==> src/exec_cfg.svh <==
// Purpose: constants for the instruction execute slice
// Assumes: 14-bit instruction words, 8-bit data path
// Notes:   offsets, field positions, encodings and reset values
`ifndef EXEC_CFG_SVH
`define EXEC_CFG_SVH
`define FILE_ADDR_W      7
`define PC_W             13
`define STACK_DEPTH      8
`define STACK_PTR_W      3
// file addresses for registers held inside this slice
`define ADDR_TIMER_CFG   7'h01
`define ADDR_IRQ_CTRL    7'h0B
`define ADDR_UPPER_LATCH 7'h0A
// field positions
`define IRQ_ENABLE_BIT   7
`define DEST_BIT         7
`define LATCH_HI_BIT     4
`define LATCH_LO_BIT     3
// fixed opcode words
`define OP_CFG_LOAD      14'h0062
`define OP_RET_IRQ       14'h0009
// reset values
`define TIMER_CFG_RESET  8'hFF
`define PC_RESET         13'h0000
`endif

==> src/exec_pkg.sv <==
// Purpose: types for the instruction execute slice
// Assumes: nothing beyond the constants header
// Notes:   carriers between decoder, stack and main slice
package exec_pkg;
    typedef enum logic [3:0] {
        OP_IDLE     = 4'h0,
        OP_JUMP     = 4'h1,
        OP_INC      = 4'h2,
        OP_INC_SKIP = 4'h3,
        OP_OR_LIT   = 4'h4,
        OP_OR_FILE  = 4'h5,
        OP_LOAD_LIT = 4'h6,
        OP_MOVE     = 4'h7,
        OP_STORE    = 4'h8,
        OP_CFG_LOAD = 4'h9,
        OP_RET_IRQ  = 4'hA,
        OP_RET_LIT  = 4'hB,
        OP_OTHER    = 4'hC
    } op_type;

    typedef struct packed {
        op_type     op;     // decoded operation
        logic       dest;   // 1 = file register, 0 = accumulator
        logic [6:0] addr;   // file address field
        logic [7:0] lit;    // literal field
        logic [10:0] target; // jump target field
    } decode_type;

    typedef enum logic [0:0] {
        ST_RUN   = 1'b0,
        ST_FLUSH = 1'b1
    } phase_type;
endpackage

==> src/instr_decode.sv <==
// Purpose: combinational decode of one instruction word
// Assumes: word is stable during the execute cycle
// Notes:   unknown words decode as OP_OTHER and are ignored
`timescale 1ns/1ps
`include "exec_cfg.svh"
module instr_decode (
    input  wire logic [13:0]         word,    // fetched instruction
    output exec_pkg::decode_type     dec      // decoded fields
);
    // field extraction and opcode match
    always_comb begin
        dec.dest   = word[`DEST_BIT];
        dec.addr   = word[6:0];
        dec.lit    = word[7:0];
        dec.target = word[10:0];
        dec.op     = exec_pkg::OP_OTHER;
        if (word[13:11] == 3'b101) begin
            dec.op = exec_pkg::OP_JUMP;
        end else if (word[13:10] == 4'b1110 && word[9:8] == 2'b00) begin
            dec.op = exec_pkg::OP_OR_LIT;
        end else if (word[13:10] == 4'b1100) begin
            dec.op = exec_pkg::OP_LOAD_LIT;
        end else if (word[13:10] == 4'b1101) begin
            dec.op = exec_pkg::OP_RET_LIT;
        end else if (word[13:8] == 6'b001010) begin
            dec.op = exec_pkg::OP_INC;
        end else if (word[13:8] == 6'b001111) begin
            dec.op = exec_pkg::OP_INC_SKIP;
        end else if (word[13:8] == 6'b000100) begin
            dec.op = exec_pkg::OP_OR_FILE;
        end else if (word[13:8] == 6'b001000) begin
            dec.op = exec_pkg::OP_MOVE;
        end else if (word[13:7] == 7'b0000001) begin
            dec.op = exec_pkg::OP_STORE;
        end else if (word == `OP_CFG_LOAD) begin
            dec.op = exec_pkg::OP_CFG_LOAD;
        end else if (word == `OP_RET_IRQ) begin
            dec.op = exec_pkg::OP_RET_IRQ;
        end else if (word[13:7] == 7'b0000000 && word[4:0] == 5'b00000) begin
            dec.op = exec_pkg::OP_IDLE;
        end
    end
endmodule

==> src/return_stack.sv <==
// Purpose: hardware return stack of program counter values
// Assumes: push and pop never in the same cycle
// Notes:   circular; overflow wraps and overwrites the oldest entry
`timescale 1ns/1ps
`include "exec_cfg.svh"
module return_stack (
    input  wire logic                 ref_clk,  // instruction clock
    input  wire logic                 resetn,   // async reset, active low
    input  wire logic                 push,     // store pushData
    input  wire logic [`PC_W-1:0]     pushData, // return address
    input  wire logic                 pop,      // drop top entry
    output logic      [`PC_W-1:0]     top       // current top entry
);
    logic [`PC_W-1:0]        entry [`STACK_DEPTH];  // storage
    logic [`PC_W-1:0]        next_entry [`STACK_DEPTH];
    logic [`STACK_PTR_W-1:0] ptr;                    // points at top
    logic [`STACK_PTR_W-1:0] next_ptr;

    assign top = entry[ptr];

    // pointer update
    always_comb begin
        next_ptr = ptr;
        if (push) begin
            next_ptr = ptr + 3'h1;
        end else if (pop) begin
            next_ptr = ptr - 3'h1;
        end
    end

    // per-entry write on push
    genvar i;
    generate
        for (i = 0; i < `STACK_DEPTH; i++) begin : g_ent
            always_comb begin
                next_entry[i] = entry[i];
                if (push && int'(next_ptr) == i) begin
                    next_entry[i] = pushData;
                end
            end
            always_ff @(posedge ref_clk or negedge resetn) begin
                if (!resetn) begin
                    entry[i] <= 13'h0000;
                end else begin
                    entry[i] <= next_entry[i];
                end
            end
        end
    endgenerate

    // pointer register
    always_ff @(posedge ref_clk or negedge resetn) begin
        if (!resetn) begin
            ptr <= 3'h0;
        end else begin
            ptr <= next_ptr;
        end
    end
endmodule

==> src/exec_slice.sv <==
// Purpose: execute slice for a subset of a 14-bit instruction set
// Assumes: one instruction word per clock, file data read combinationally
// Notes:   timer config, irq control and upper latch live here
// Functional notes
// - jump loads eleven target bits
// - jump upper bits from latch bits 4:3
// - jump takes two cycles, flushing
// - increment adds one, zero flag, one cycle
// - increment-skip on zero flushes, flags untouched
// - destination bit selects accumulator or file
// - or literal into accumulator, zero flag
// - or accumulator with file, zero flag
// - literal load, one cycle, no flags
// - file move to selected destination
// - file move always updates zero flag
// - store accumulator into file, no flags
// - legacy load copies accumulator to timer config
// - timer config is also addressable file
// - return from irq pops stack, two cycles
// - return from irq sets global enable
// - return literal loads accumulator and counter
//
// Local design decisions: the register offsets and strobed register access.
`timescale 1ns/1ps
`include "exec_cfg.svh"
module exec_slice (
    input  wire logic                 ref_clk,       // instruction clock
    input  wire logic                 resetn,        // async reset, low
    input  wire logic [13:0]          instrWord,     // fetched word
    input  wire logic [7:0]           fileReadData,  // data at the word's addr field
    output logic      [6:0]           fileAddr,      // registered address
    output logic      [7:0]           fileWriteData, // registered data
    output logic                      fileWrite,     // write pulse
    output logic      [`PC_W-1:0]     programCounter,// fetch address
    output logic      [7:0]           accumulator,   // working register
    output logic                      zeroFlag,      // zero status
    output logic      [7:0]           timerConfig,   // timer config reg
    output logic      [7:0]           irqControl,    // irq control reg
    output logic      [7:0]           upperLatch,    // upper counter latch
    output logic                      flushing       // idle flush cycle
);
    exec_pkg::decode_type dec;          // decoded current word
    exec_pkg::phase_type  phase;        // run or flush
    exec_pkg::phase_type  next_phase;
    logic [`PC_W-1:0]     next_pc;
    logic [7:0]           next_acc;
    logic                 next_zero;
    logic [7:0]           next_timer;
    logic [7:0]           next_irq;
    logic [7:0]           next_latch;
    logic [6:0]           next_faddr;
    logic [7:0]           next_fdata;
    logic                 next_fwrite;
    logic                 stackPop;     // pop request
    logic [`PC_W-1:0]     stackTop;     // current top of stack
    logic [7:0]           operand;      // file operand incl. local regs
    logic [7:0]           result;       // alu result
    logic                 toFile;       // result goes to a file register
    logic                 active;       // instruction is executed

    instr_decode u_dec (
        .word (instrWord),
        .dec  (dec)
    );

    return_stack u_stack (
        .ref_clk  (ref_clk),
        .resetn   (resetn),
        .push     (1'b0),
        .pushData (13'h0000),
        .pop      (stackPop),
        .top      (stackTop)
    );

    // local registers answer reads of their own addresses
    always_comb begin
        operand = fileReadData;
        if (dec.addr == `ADDR_TIMER_CFG) begin
            operand = timerConfig;
        end else if (dec.addr == `ADDR_IRQ_CTRL) begin
            operand = irqControl;
        end else if (dec.addr == `ADDR_UPPER_LATCH) begin
            operand = upperLatch;
        end
    end

    // execute: next values of all architectural state
    always_comb begin
        active      = (phase == exec_pkg::ST_RUN);
        next_phase  = exec_pkg::ST_RUN;
        next_pc     = programCounter + 13'h0001;
        next_acc    = accumulator;
        next_zero   = zeroFlag;
        next_timer  = timerConfig;
        next_irq    = irqControl;
        next_latch  = upperLatch;
        next_faddr  = fileAddr;
        next_fdata  = fileWriteData;
        next_fwrite = 1'b0;
        stackPop    = 1'b0;
        result      = operand;
        toFile      = 1'b0;
        if (active) begin
            unique case (dec.op)
                exec_pkg::OP_JUMP: begin
                    next_pc = {upperLatch[`LATCH_HI_BIT:`LATCH_LO_BIT],
                               dec.target};
                    next_phase = exec_pkg::ST_FLUSH;
                end
                exec_pkg::OP_INC: begin
                    result    = operand + 8'h01;
                    next_zero = (result == 8'h00);
                    toFile    = dec.dest;
                    if (!dec.dest) begin
                        next_acc = result;
                    end
                end
                exec_pkg::OP_INC_SKIP: begin
                    result = operand + 8'h01;
                    toFile = dec.dest;
                    if (!dec.dest) begin
                        next_acc = result;
                    end
                    if (result == 8'h00) begin
                        next_phase = exec_pkg::ST_FLUSH;
                    end
                end
                exec_pkg::OP_OR_LIT: begin
                    result    = accumulator | dec.lit;
                    next_acc  = result;
                    next_zero = (result == 8'h00);
                end
                exec_pkg::OP_OR_FILE: begin
                    result    = accumulator | operand;
                    next_zero = (result == 8'h00);
                    toFile    = dec.dest;
                    if (!dec.dest) begin
                        next_acc = result;
                    end
                end
                exec_pkg::OP_LOAD_LIT: begin
                    next_acc = dec.lit;
                end
                exec_pkg::OP_MOVE: begin
                    result    = operand;
                    next_zero = (result == 8'h00);
                    toFile    = dec.dest;
                    if (!dec.dest) begin
                        next_acc = result;
                    end
                end
                exec_pkg::OP_STORE: begin
                    result = accumulator;
                    toFile = 1'b1;
                end
                exec_pkg::OP_CFG_LOAD: begin
                    next_timer = accumulator;
                end
                exec_pkg::OP_RET_IRQ: begin
                    stackPop   = 1'b1;
                    next_pc    = stackTop;
                    next_irq[`IRQ_ENABLE_BIT] = 1'b1;
                    next_phase = exec_pkg::ST_FLUSH;
                end
                exec_pkg::OP_RET_LIT: begin
                    stackPop   = 1'b1;
                    next_acc   = dec.lit;
                    next_pc    = stackTop;
                    next_phase = exec_pkg::ST_FLUSH;
                end
                exec_pkg::OP_IDLE: begin
                    next_pc = programCounter + 13'h0001;
                end
                exec_pkg::OP_OTHER: begin
                    next_pc = programCounter + 13'h0001;
                end
            endcase
            // file write-back, local registers captured here
            if (toFile) begin
                if (dec.addr == `ADDR_TIMER_CFG) begin
                    next_timer = result;
                end else if (dec.addr == `ADDR_IRQ_CTRL) begin
                    next_irq = result;
                end else if (dec.addr == `ADDR_UPPER_LATCH) begin
                    next_latch = result;
                end
                next_faddr  = dec.addr;
                next_fdata  = result;
                next_fwrite = 1'b1;
            end
        end
    end

    // register all state
    always_ff @(posedge ref_clk or negedge resetn) begin
        if (!resetn) begin
            phase          <= exec_pkg::ST_RUN;
            programCounter <= `PC_RESET;
            accumulator    <= 8'h00;
            zeroFlag       <= 1'b0;
            timerConfig    <= `TIMER_CFG_RESET;
            irqControl     <= 8'h00;
            upperLatch     <= 8'h00;
            fileAddr       <= 7'h00;
            fileWriteData  <= 8'h00;
            fileWrite      <= 1'b0;
            flushing       <= 1'b0;
        end else begin
            phase          <= next_phase;
            programCounter <= next_pc;
            accumulator    <= next_acc;
            zeroFlag       <= next_zero;
            timerConfig    <= next_timer;
            irqControl     <= next_irq;
            upperLatch     <= next_latch;
            fileAddr       <= next_faddr;
            fileWriteData  <= next_fdata;
            fileWrite      <= next_fwrite;
            flushing       <= (next_phase == exec_pkg::ST_FLUSH);
        end
    end

    // checks
    logic run;
    assign run = (phase == exec_pkg::ST_RUN);

    jump_target_a: assert property (@(posedge ref_clk) disable iff (!resetn)
        run && dec.op == exec_pkg::OP_JUMP |=> programCounter ==
        {$past(upperLatch[4:3]), $past(dec.target)})
        else $error("jump target wrong");
    jump_flush_a: assert property (@(posedge ref_clk) disable iff (!resetn)
        run && dec.op == exec_pkg::OP_JUMP |=> flushing ##1 !flushing)
        else $error("jump flush missing");
    inc_zero_a: assert property (@(posedge ref_clk) disable iff (!resetn)
        run && dec.op == exec_pkg::OP_INC |=>
        zeroFlag == ($past(operand) == 8'hFF))
        else $error("increment zero flag wrong");
    skip_flags_a: assert property (@(posedge ref_clk) disable iff (!resetn)
        run && dec.op == exec_pkg::OP_INC_SKIP |=>
        $stable(zeroFlag) && flushing == ($past(operand) == 8'hFF))
        else $error("skip behaviour wrong");
    or_literal_a: assert property (@(posedge ref_clk) disable iff (!resetn)
        run && dec.op == exec_pkg::OP_OR_LIT |=>
        accumulator == ($past(accumulator) | $past(dec.lit)))
        else $error("or literal wrong");
    load_literal_a: assert property (@(posedge ref_clk) disable iff (!resetn)
        run && dec.op == exec_pkg::OP_LOAD_LIT |=>
        accumulator == $past(dec.lit) && $stable(zeroFlag))
        else $error("load literal wrong");
    move_zero_a: assert property (@(posedge ref_clk) disable iff (!resetn)
        run && dec.op == exec_pkg::OP_MOVE |=>
        zeroFlag == ($past(operand) == 8'h00))
        else $error("move zero flag wrong");
    store_file_a: assert property (@(posedge ref_clk) disable iff (!resetn)
        run && dec.op == exec_pkg::OP_STORE |=>
        fileWrite && fileWriteData == $past(accumulator))
        else $error("store wrong");
    cfg_load_a: assert property (@(posedge ref_clk) disable iff (!resetn)
        run && dec.op == exec_pkg::OP_CFG_LOAD |=>
        timerConfig == $past(accumulator) && $stable(zeroFlag))
        else $error("config load wrong");
    irq_enable_a: assert property (@(posedge ref_clk) disable iff (!resetn)
        run && dec.op == exec_pkg::OP_RET_IRQ |=>
        irqControl[7] && programCounter == $past(stackTop))
        else $error("return from irq wrong");
    or_file_a: assert property (
        @(posedge ref_clk) disable iff (!resetn)
        run && dec.op == exec_pkg::OP_OR_FILE |=>
        zeroFlag == (($past(accumulator) | $past(operand)) == 8'h00))
        else $error("or file zero flag wrong");
    move_dest_a: assert property (
        @(posedge ref_clk) disable iff (!resetn)
        run && dec.op == exec_pkg::OP_MOVE && !dec.dest |=>
        accumulator == $past(operand) && !fileWrite)
        else $error("move to accumulator wrong");
    file_dest_a: assert property (
        @(posedge ref_clk) disable iff (!resetn)
        run && dec.dest && (dec.op == exec_pkg::OP_INC ||
        dec.op == exec_pkg::OP_OR_FILE || dec.op == exec_pkg::OP_MOVE) |=>
        fileWrite && fileAddr == $past(dec.addr))
        else $error("file destination wrong");
    ret_lit_a: assert property (
        @(posedge ref_clk) disable iff (!resetn)
        run && dec.op == exec_pkg::OP_RET_LIT |=> flushing &&
        accumulator == $past(dec.lit) && programCounter == $past(stackTop))
        else $error("return with literal wrong");
    idle_state_a: assert property (
        @(posedge ref_clk) disable iff (!resetn)
        run && dec.op == exec_pkg::OP_IDLE |=> !fileWrite &&
        $stable(accumulator) && $stable(zeroFlag) && $stable(timerConfig))
        else $error("idle changed state");

    jump_seen_c: cover property (@(posedge ref_clk) disable iff (!resetn)
        run && dec.op == exec_pkg::OP_JUMP);
    skip_taken_c: cover property (@(posedge ref_clk) disable iff (!resetn)
        run && dec.op == exec_pkg::OP_INC_SKIP ##1 flushing);
    ret_lit_c: cover property (@(posedge ref_clk) disable iff (!resetn)
        run && dec.op == exec_pkg::OP_RET_LIT);
    ret_irq_c: cover property (@(posedge ref_clk) disable iff (!resetn)
        run && dec.op == exec_pkg::OP_RET_IRQ);
    store_seen_c: cover property (@(posedge ref_clk) disable iff (!resetn)
        run && dec.op == exec_pkg::OP_STORE);
endmodule

==> config.mk <==
export PLATFORM = sky130hd
export DESIGN_NAME = exec_slice
export DESIGN_NICKNAME = d
export VERILOG_FILES = /design/src/exec_pkg.sv /design/src/instr_decode.sv /design/src/return_stack.sv /design/src/exec_slice.sv
export VERILOG_INCLUDE_DIRS = /design/src
export SDC_FILE = /design/constraint.sdc
export NUM_CORES = 1
export LEC_CHECK = 0
export BUFFER_PORTS_ARGS = -buffer_cell sky130_fd_sc_hd__clkbuf_2
export CORE_ASPECT_RATIO = 1.4
export CORE_MARGIN = 2
export CORE_UTILIZATION = 37
export CTS_CLUSTER_SIZE = 40
export DETAILED_ROUTE_END_ITERATION = 7
export PLACE_DENSITY = 0.62
export SETUP_SLACK_MARGIN = 0.5
export SLEW_MARGIN = 5
export SYNTH_ARGS = -nofsm -noshare
export SYNTH_HDL_FRONTEND = slang
export SYNTH_SLANG_ARGS = --single-unit
==> constraint.sdc <==
create_clock -name ref_clk -period 6.5 [get_ports ref_clk]
set_clock_uncertainty 0.05 [all_clocks]
set_input_delay 0.65 -clock ref_clk [delete_from_list [all_inputs] [get_ports ref_clk]]
set_output_delay 0.65 -clock ref_clk [all_outputs]
set_load 0.01 [all_outputs]
---- Word-level counts from Yosys, hierarchy flattened ----
Memories as Yosys holds them, arrays and structs flattened.
Cells that the tools add are included.
word-level totals
  register bits after elaboration ......... 66
  bits in writable memories ............... 0
  bits in latches ......................... 0
  bits in read-only memories .............. 104
  logic and storage cells ................. 113
  memories ................................ 1
  output and inout bits ................... 63
  input bits .............................. 24
memories
  name             words  width  rd ports  clocked after Yosys merged registers in  write ports  RTL line            text
  (no name shown)  8      13     1         0                                        0            return_stack.sv:19  assign top = entry[ptr];
cells by class
  order comparisons ....................... 1
  add/sub/neg operators ................... 3
  shift operators ......................... 0
  multiplexer cells ....................... 41
  reduce and logical (&&, ||, !) cells .... 21
  divide/modulo/power cells ............... 0
  multiply operators ...................... 0
  bitwise gates (word level) .............. 6
  equal/unequal tests ..................... 28
operators with widths
  cell                   number
  $mux 8                 12
  $mux 4                 12
  $pmux 8 s5             1
  $mux 13                3
  $logic_not 8->1        4
  $pmux 8 s4             1
  $eq 4x4->1 const B     7
  $pmux 13 s2            1
  $eq 6x4->1 const B     3
  $eq 4x3->1 const B     4
  $or 8x8->8             2
  $eq 14x4->1 const B    1
  $eq 14x7->1 const B    1
  $eq 7x1->1 const B     2
  $eq 7x4->1 const B     2
  $add 13x1->13 const B  1
  $reduce_and 5->1       2
  $add 8x1->8 const B    1
  $eq 4x2->1 const B     2
  $mux 1                 8
  $logic_not 7->1        1
  $eq 6x3->1 const B     1
  $ne 2x2->1 const B     3
  $reduce_or 2->1        3
  17 further kinds       22

---- Longest topological paths before layout ----
  depth in word-level cells ............... 20
  mapped depth ............................ 11
  depth with buffers taken out ............ 9

---- Modules after synthesis ----
A second synthesis with hierarchy kept.
second synthesis, totals
  cell total of the unflattened synthesis .. 816
  area total of the unflattened synthesis .. 9263.9 um^2
modules (own cells, without submodules)
  module        seq. area each (um^2)  instances  cells an instance  area each (um^2)
  return_stack  2677.6                 1          320                4848.4
  exec_slice    1586.5                 1          430                3977.6
  instr_decode  0.0                    1          66                 437.9

---- Worst setup path before layout ----
Ideal clock, no wire load.
  path type ............................... input-to-reg
  start ................................... input port instrWord[4]
  end ..................................... register timerConfig[1]
  data required time ...................... 6.369 ns
  path buffers ............................ 2
  setup time .............................. 0.081 ns
  arrival time ............................ 3.024 ns
  slack ................................... 3.345 ns
  stages on the path ...................... 11
  cell sequence ........................... buf_4 -> or4b_1 -> buf_6 -> nor3_1 -> o41ai_4 -> inv_1 -> ha_1 -> a22o_1 -> a211oi_1 -> o2bb2ai_1 -> a21oi_1
on the way
  longest elaborated chain between the ends .. 19
  elaborated cells between the ends (all ways) .. 39
  those cells by class .................... add/sub: 1; eq/ne: 12; mux: 21; bitwise: 1; reduce/logical: 4
ends and longest elaborated chain
  what                                                          RTL line                              text
  start, declared                                               exec_slice.sv:29                      input wire logic [13:0] instrWord,
  $logic_not 5->1                                               instr_decode.sv:39                    end else if (word[13:7] == 7'b0000000 && word[4:0] == 5'b00000) begin
  $logic_and 1x1->1                                             instr_decode.sv:39
  $mux 4                                                        instr_decode.sv:39
  $mux 4                                                        instr_decode.sv:37                    end else if (word == `OP_RET_IRQ) begin
  $mux 4                                                        instr_decode.sv:35                    end else if (word == `OP_CFG_LOAD) begin
  $mux 4                                                        instr_decode.sv:33                    end else if (word[13:7] == 7'b0000001) begin
  $mux 4                                                        instr_decode.sv:31                    end else if (word[13:8] == 6'b001000) begin
  $mux 4                                                        instr_decode.sv:29                    end else if (word[13:8] == 6'b000100) begin
  [3 not listed]                                                -
  $mux 4                                                        instr_decode.sv:21                    end else if (word[13:10] == 4'b1100) begin
  $mux 4                                                        instr_decode.sv:19                    end else if (word[13:10] == 4'b1110 && word[9:8] == 2'b00) begin
  $mux 4                                                        instr_decode.sv:17                    if (word[13:11] == 3'b101) begin
  $eq 4x3->1 or $eq 4x2->1 (tied branches)                      exec_slice.sv:104                     unique case (dec.op)
  $reduce_or 4->1 (no line) or $reduce_or 2->1 (tied branches)  -
  $pmux 1 s2 or $pmux 8 s4 (tied branches)                      exec_slice.sv:104
  $mux 1 or $mux 8 (tied branches)                              exec_slice.sv:103, exec_slice.sv:180
  $mux 8 *                                                      exec_slice.sv:179                     if (toFile) begin
  end signal, assigned                                          exec_slice.sv:201                     timerConfig <= `TIMER_CFG_RESET;
  end signal, assigned                                          exec_slice.sv:213                     timerConfig <= next_timer;
  end, declared                                                 exec_slice.sv:37                      output logic [7:0] timerConfig,
Every way passes the cells marked *; elsewhere a longest branch is shown, timed or not. The select of a mux whose other input is x is not followed.
A chain may end at the register's enable or synchronous reset.

---- Worst setup path in the final report ----
  start ................................... input port instrWord[0]
  end ..................................... register timerConfig[1]
Same word-level chain as after synthesis.

==> results.md <==
Global routing:
- The total overflow reported by the global router is 0.
- The via count of the first global-routing pass is 4060.
- The pin count of the biggest net entering global routing is 64.
- The initial antenna violation count is 0.
- The first global-routing pass estimated 23.05 mm of wire.
- The overall global routing resource usage is 23.77%.

Routing:
- For this run, the detailed router's first-pass iteration total came to 5.
- The post-detailed-route count of antenna-violating nets is 0.
- The number of DRC markers in iteration 0 is approximately 430.
- The detailed-route DRC error count is 0.
- After detailed routing, the number of vias per cell comes to 6.082.
- For this block, the via count after detailed routing is 4166.
- The mean routed wirelength per cell is 21.26 um.
- The total detailed-routing wirelength is between 10 and 15 mm.

Place:
- Port buffering added 86 buffers.
- Once placement finished, the instance area stood at 4787 um^2.
- The minimum setup slack after placement is 2.173 ns.
- The detailed placer's ending HPWL is 10.62 mm.
- The routability-driven placement congestion ratio is 0.9196.

Critical path:
- The minimum setup slack among reg-to-reg paths is roughly 3.5 ns.
- The critical path's top delay family is compound AO/OA/AOI/OAI gates.
- The maximum fanout count along the critical path is 17.
- The required time of the critical path is 6.72 ns.
- The signal on the critical path passes through clkbuf_2 -> or4b_1 -> nor2_8 -> o41ai_4 -> inv_1 -> ha_1 -> a22o_1 -> a211oi_1 -> o2bb2ai_1 -> a21oi_1.
- The arrival time at the worst endpoint is 4.17 ns.
- The kind of start point of the critical path is an input port.
- The endpoint kind of the worst setup timing path is a flop.
- The worst setup path is of the input port to flop kind.
- The master of the slowest instance on the critical path is sky130_fd_sc_hd__a211oi_1.
- The buffering stage count on the worst path with inverters included is 2.
- For this run, the slowest stage of the critical path takes 0.79 ns.

Final layout:
- The fraction of final layout cells with drive strength greater than 1 is approximately 30%.
- The final standard cell utilization of the core is between 40 and 50%.
- Relative to the synthesized area, the layout overhead comes to 17.80%.
- The number of nets in the layout is 563.
- After routing the design area is ~5100 um^2.
- The number of antenna cells inserted is 0.

CTS:
- The TritonCTS buffer count is 9.
- The total of cells resized after clock tree synthesis is 0.
- TritonCTS built the clock tree.
- The clock transition at the registers of the reported paths is 0.07 ns.
- Buffers added to address setup during post-CTS repair amount to 0.
- At the later pin of the worst-skew pair, clock insertion delay measures around 0.34 ns.
- The clock root buffer is sky130_fd_sc_hd__clkbuf_16.
- The buffer depth of the longest clock path is 2.
- The clock net in this run drives a total of between 60 and 70 sinks.
- The post-cts hold buffer count is 0.
- The number of levels the H-tree was split into is 3.

Logic synthesis:
- In this run, synthesis inferred 0 flip-flops with an integrated enable.
- The share of synthesized area occupied by flip-flops and latches is 36.70%.
- The count of warnings emitted by yosys is 0.
- The total of flip-flops plus latches after synthesis is 63.
- By area the synthesized netlist is led by sky130_fd_sc_hd__dfrtp_1 32%, sky130_fd_sc_hd__a21oi_1 5.1%, sky130_fd_sc_hd__dfstp_2 4.9%.
- The cell area that synthesis handed to floorplanning was 4323 um^2.
- Each instance of the synthesized netlist takes up on average just over 9 um^2.
- When the netlist entered floorplanning its net count stood at between 400 and 500.
- Counting instances in the post-synthesis netlist gives the leading cell types as 55 x sky130_fd_sc_hd__dfrtp_1, 52 x sky130_fd_sc_hd__nor2_1, 44 x sky130_fd_sc_hd__a21oi_1.
- The most common cell in the synthesized netlist is sky130_fd_sc_hd__dfrtp_1.
- The top cell type by area accounts for a little under a third of the synthesized area.
- The number of instances in the synthesized netlist is 469.
- The number of different library cells used by synthesis comes to 86.
- The prevailing post-synth register cell is sky130_fd_sc_hd__dfrtp_1.
- For this run, asynchronously set or reset flops after synthesis account for 100.0%.
- The largest total area in the synthesized netlist belongs to sky130_fd_sc_hd__dfrtp_1.

Min path:
- The tightest min-delay check is of the input port to asynchronous set/reset pin type.

Timing:
- Setup violations remaining at the end of the flow were counted as 0.
- Setup repair after global routing left no endpoint under its margin.
- The final count of hold timing violations is 0.
- The transition time at the pin with the least slew margin is slightly above 1 ns.
- Summed over all failing endpoints, the final setup total negative slack is 0 ns.
- The worst pin sits at a relative slew slack of 32.08%.
- The number of slew-limit violations in the final report came to 0.
- The minimum clock period is 3.953 ns.
- The final critical-path share of the clock period is 60.82%.
- Timing would allow up to between 0.2 and 0.3 GHz.
- The worst-case setup margin in the final layout is 2.547 ns.

Floorplanning:
- The starting density of the core is between 30% and 40%.
- The die is 131.9 um tall.
- The number of primary I/O pins is just under 90.
- The die extent in x is 95.35 um.
- The number of standard-cell rows in the floorplan is 46.
- The core region is 11340 um^2.
- The floorplan step defined a die boundary enclosing 12580 um^2.

Run status:
- The flow ran to the end, and the final reports show no timing, DRC or antenna violations.

Power and ir drop:
- The total power per unit cell area is 268.4 nW/um^2.
- The reported leakage power is 2.151 nW.
- Across the VDD grid, the largest voltage drop is between 0.1 and 0.15 mV.
- The design draws about 0.0014 W.

Run:
- The count of max-cap constraint violations is 0.
## routing by layer
layer	wire, um	part of all wire [%]	up-vias	global-route usage (%)
met5	0	0	-	0
met2	7358	51	170	39.01
met3	745	5.1	35	3.774
met4	461	3.2	0	9.340
li1	-	-	1907	-
met1	5995	41	2054	30.89
## sequential cells by signal, indices dropped and copies added, names as in the netlist
signal	cells
zeroFlag	1
phase	1
irqControl	8
fileAddr	7
timerConfig	8
fileWriteData	8
accumulator	8
upperLatch	8
fileWrite	1
programCounter	13
## power by group
part | switching [W] | total [W] | internal [W]
sequential | 0.0000804 | 0.000543 | 0.000462
clock | 0.000202 | 0.000503 | 0.000301
combinational | 0.000189 | 0.000321 | 0.000132
total | 0.000471 | 0.00137 | 0.000895
## cell usage in the layout, fill, tap and decap left out, drive strengths merged, types with 8 or more instances in the layout
master  netlist  final
a21oi        44     44
and3          9      9
clkbuf       13     95
dfrtp        55     55
dfstp         8      8
inv           6      8
mux2          9      9
nand2        39     39
nand3        18     18
nor2         54     54
nor3         16     16
nor4         12     12
o21ai        31     31
xnor2        13     13
## worst paths after layout
path                                    start               end  cells after the start
worst max register to register  upperLatch[0]    timerConfig[1]                      8
worst max-delay path             instrWord[0]    timerConfig[1]                     10
max in group asynchronous              resetn    accumulator[5]                      2
worst min-delay path                   resetn  fileWriteData[2]                      2
min in group ref_clk              fileAddr[2]       fileAddr[2]                      1
worst min register to register    fileAddr[2]       fileAddr[2]                      1
## cell families after synthesis
logic type / synth area share [%]
buf+inv: 4.399
mux: 3.039
fa+ha+maj: 0.8684
compound gates: 25.82
simple gates: 25.33
xor+xnor: 3.850
flops: 36.70
## final cells by class
type / instances / area (um^2)
Multi-Input combinational cell: 368 / 2552
Clock inverter: 7 / 80.08
Timing Repair Buffer: 88 / 445.4
Clock buffer: 9 / 225.2
Inverter: 6 / 22.52
Sequential cell: 63 / 1587
Fill cell: 1092 / 6246
Tap cell: 144 / 180.2
## metrics by stage
stage / cells / hold slack (ns)
global placement: 669 / 0.4403
global route: 685 / 0.4898
detailed placement: 669 / 0.4456
floorplan: 469 / 0.3044
finish: 685 / 0.4444
CTS: 685 / 0.4594
(Power assumes the default switching activity.)
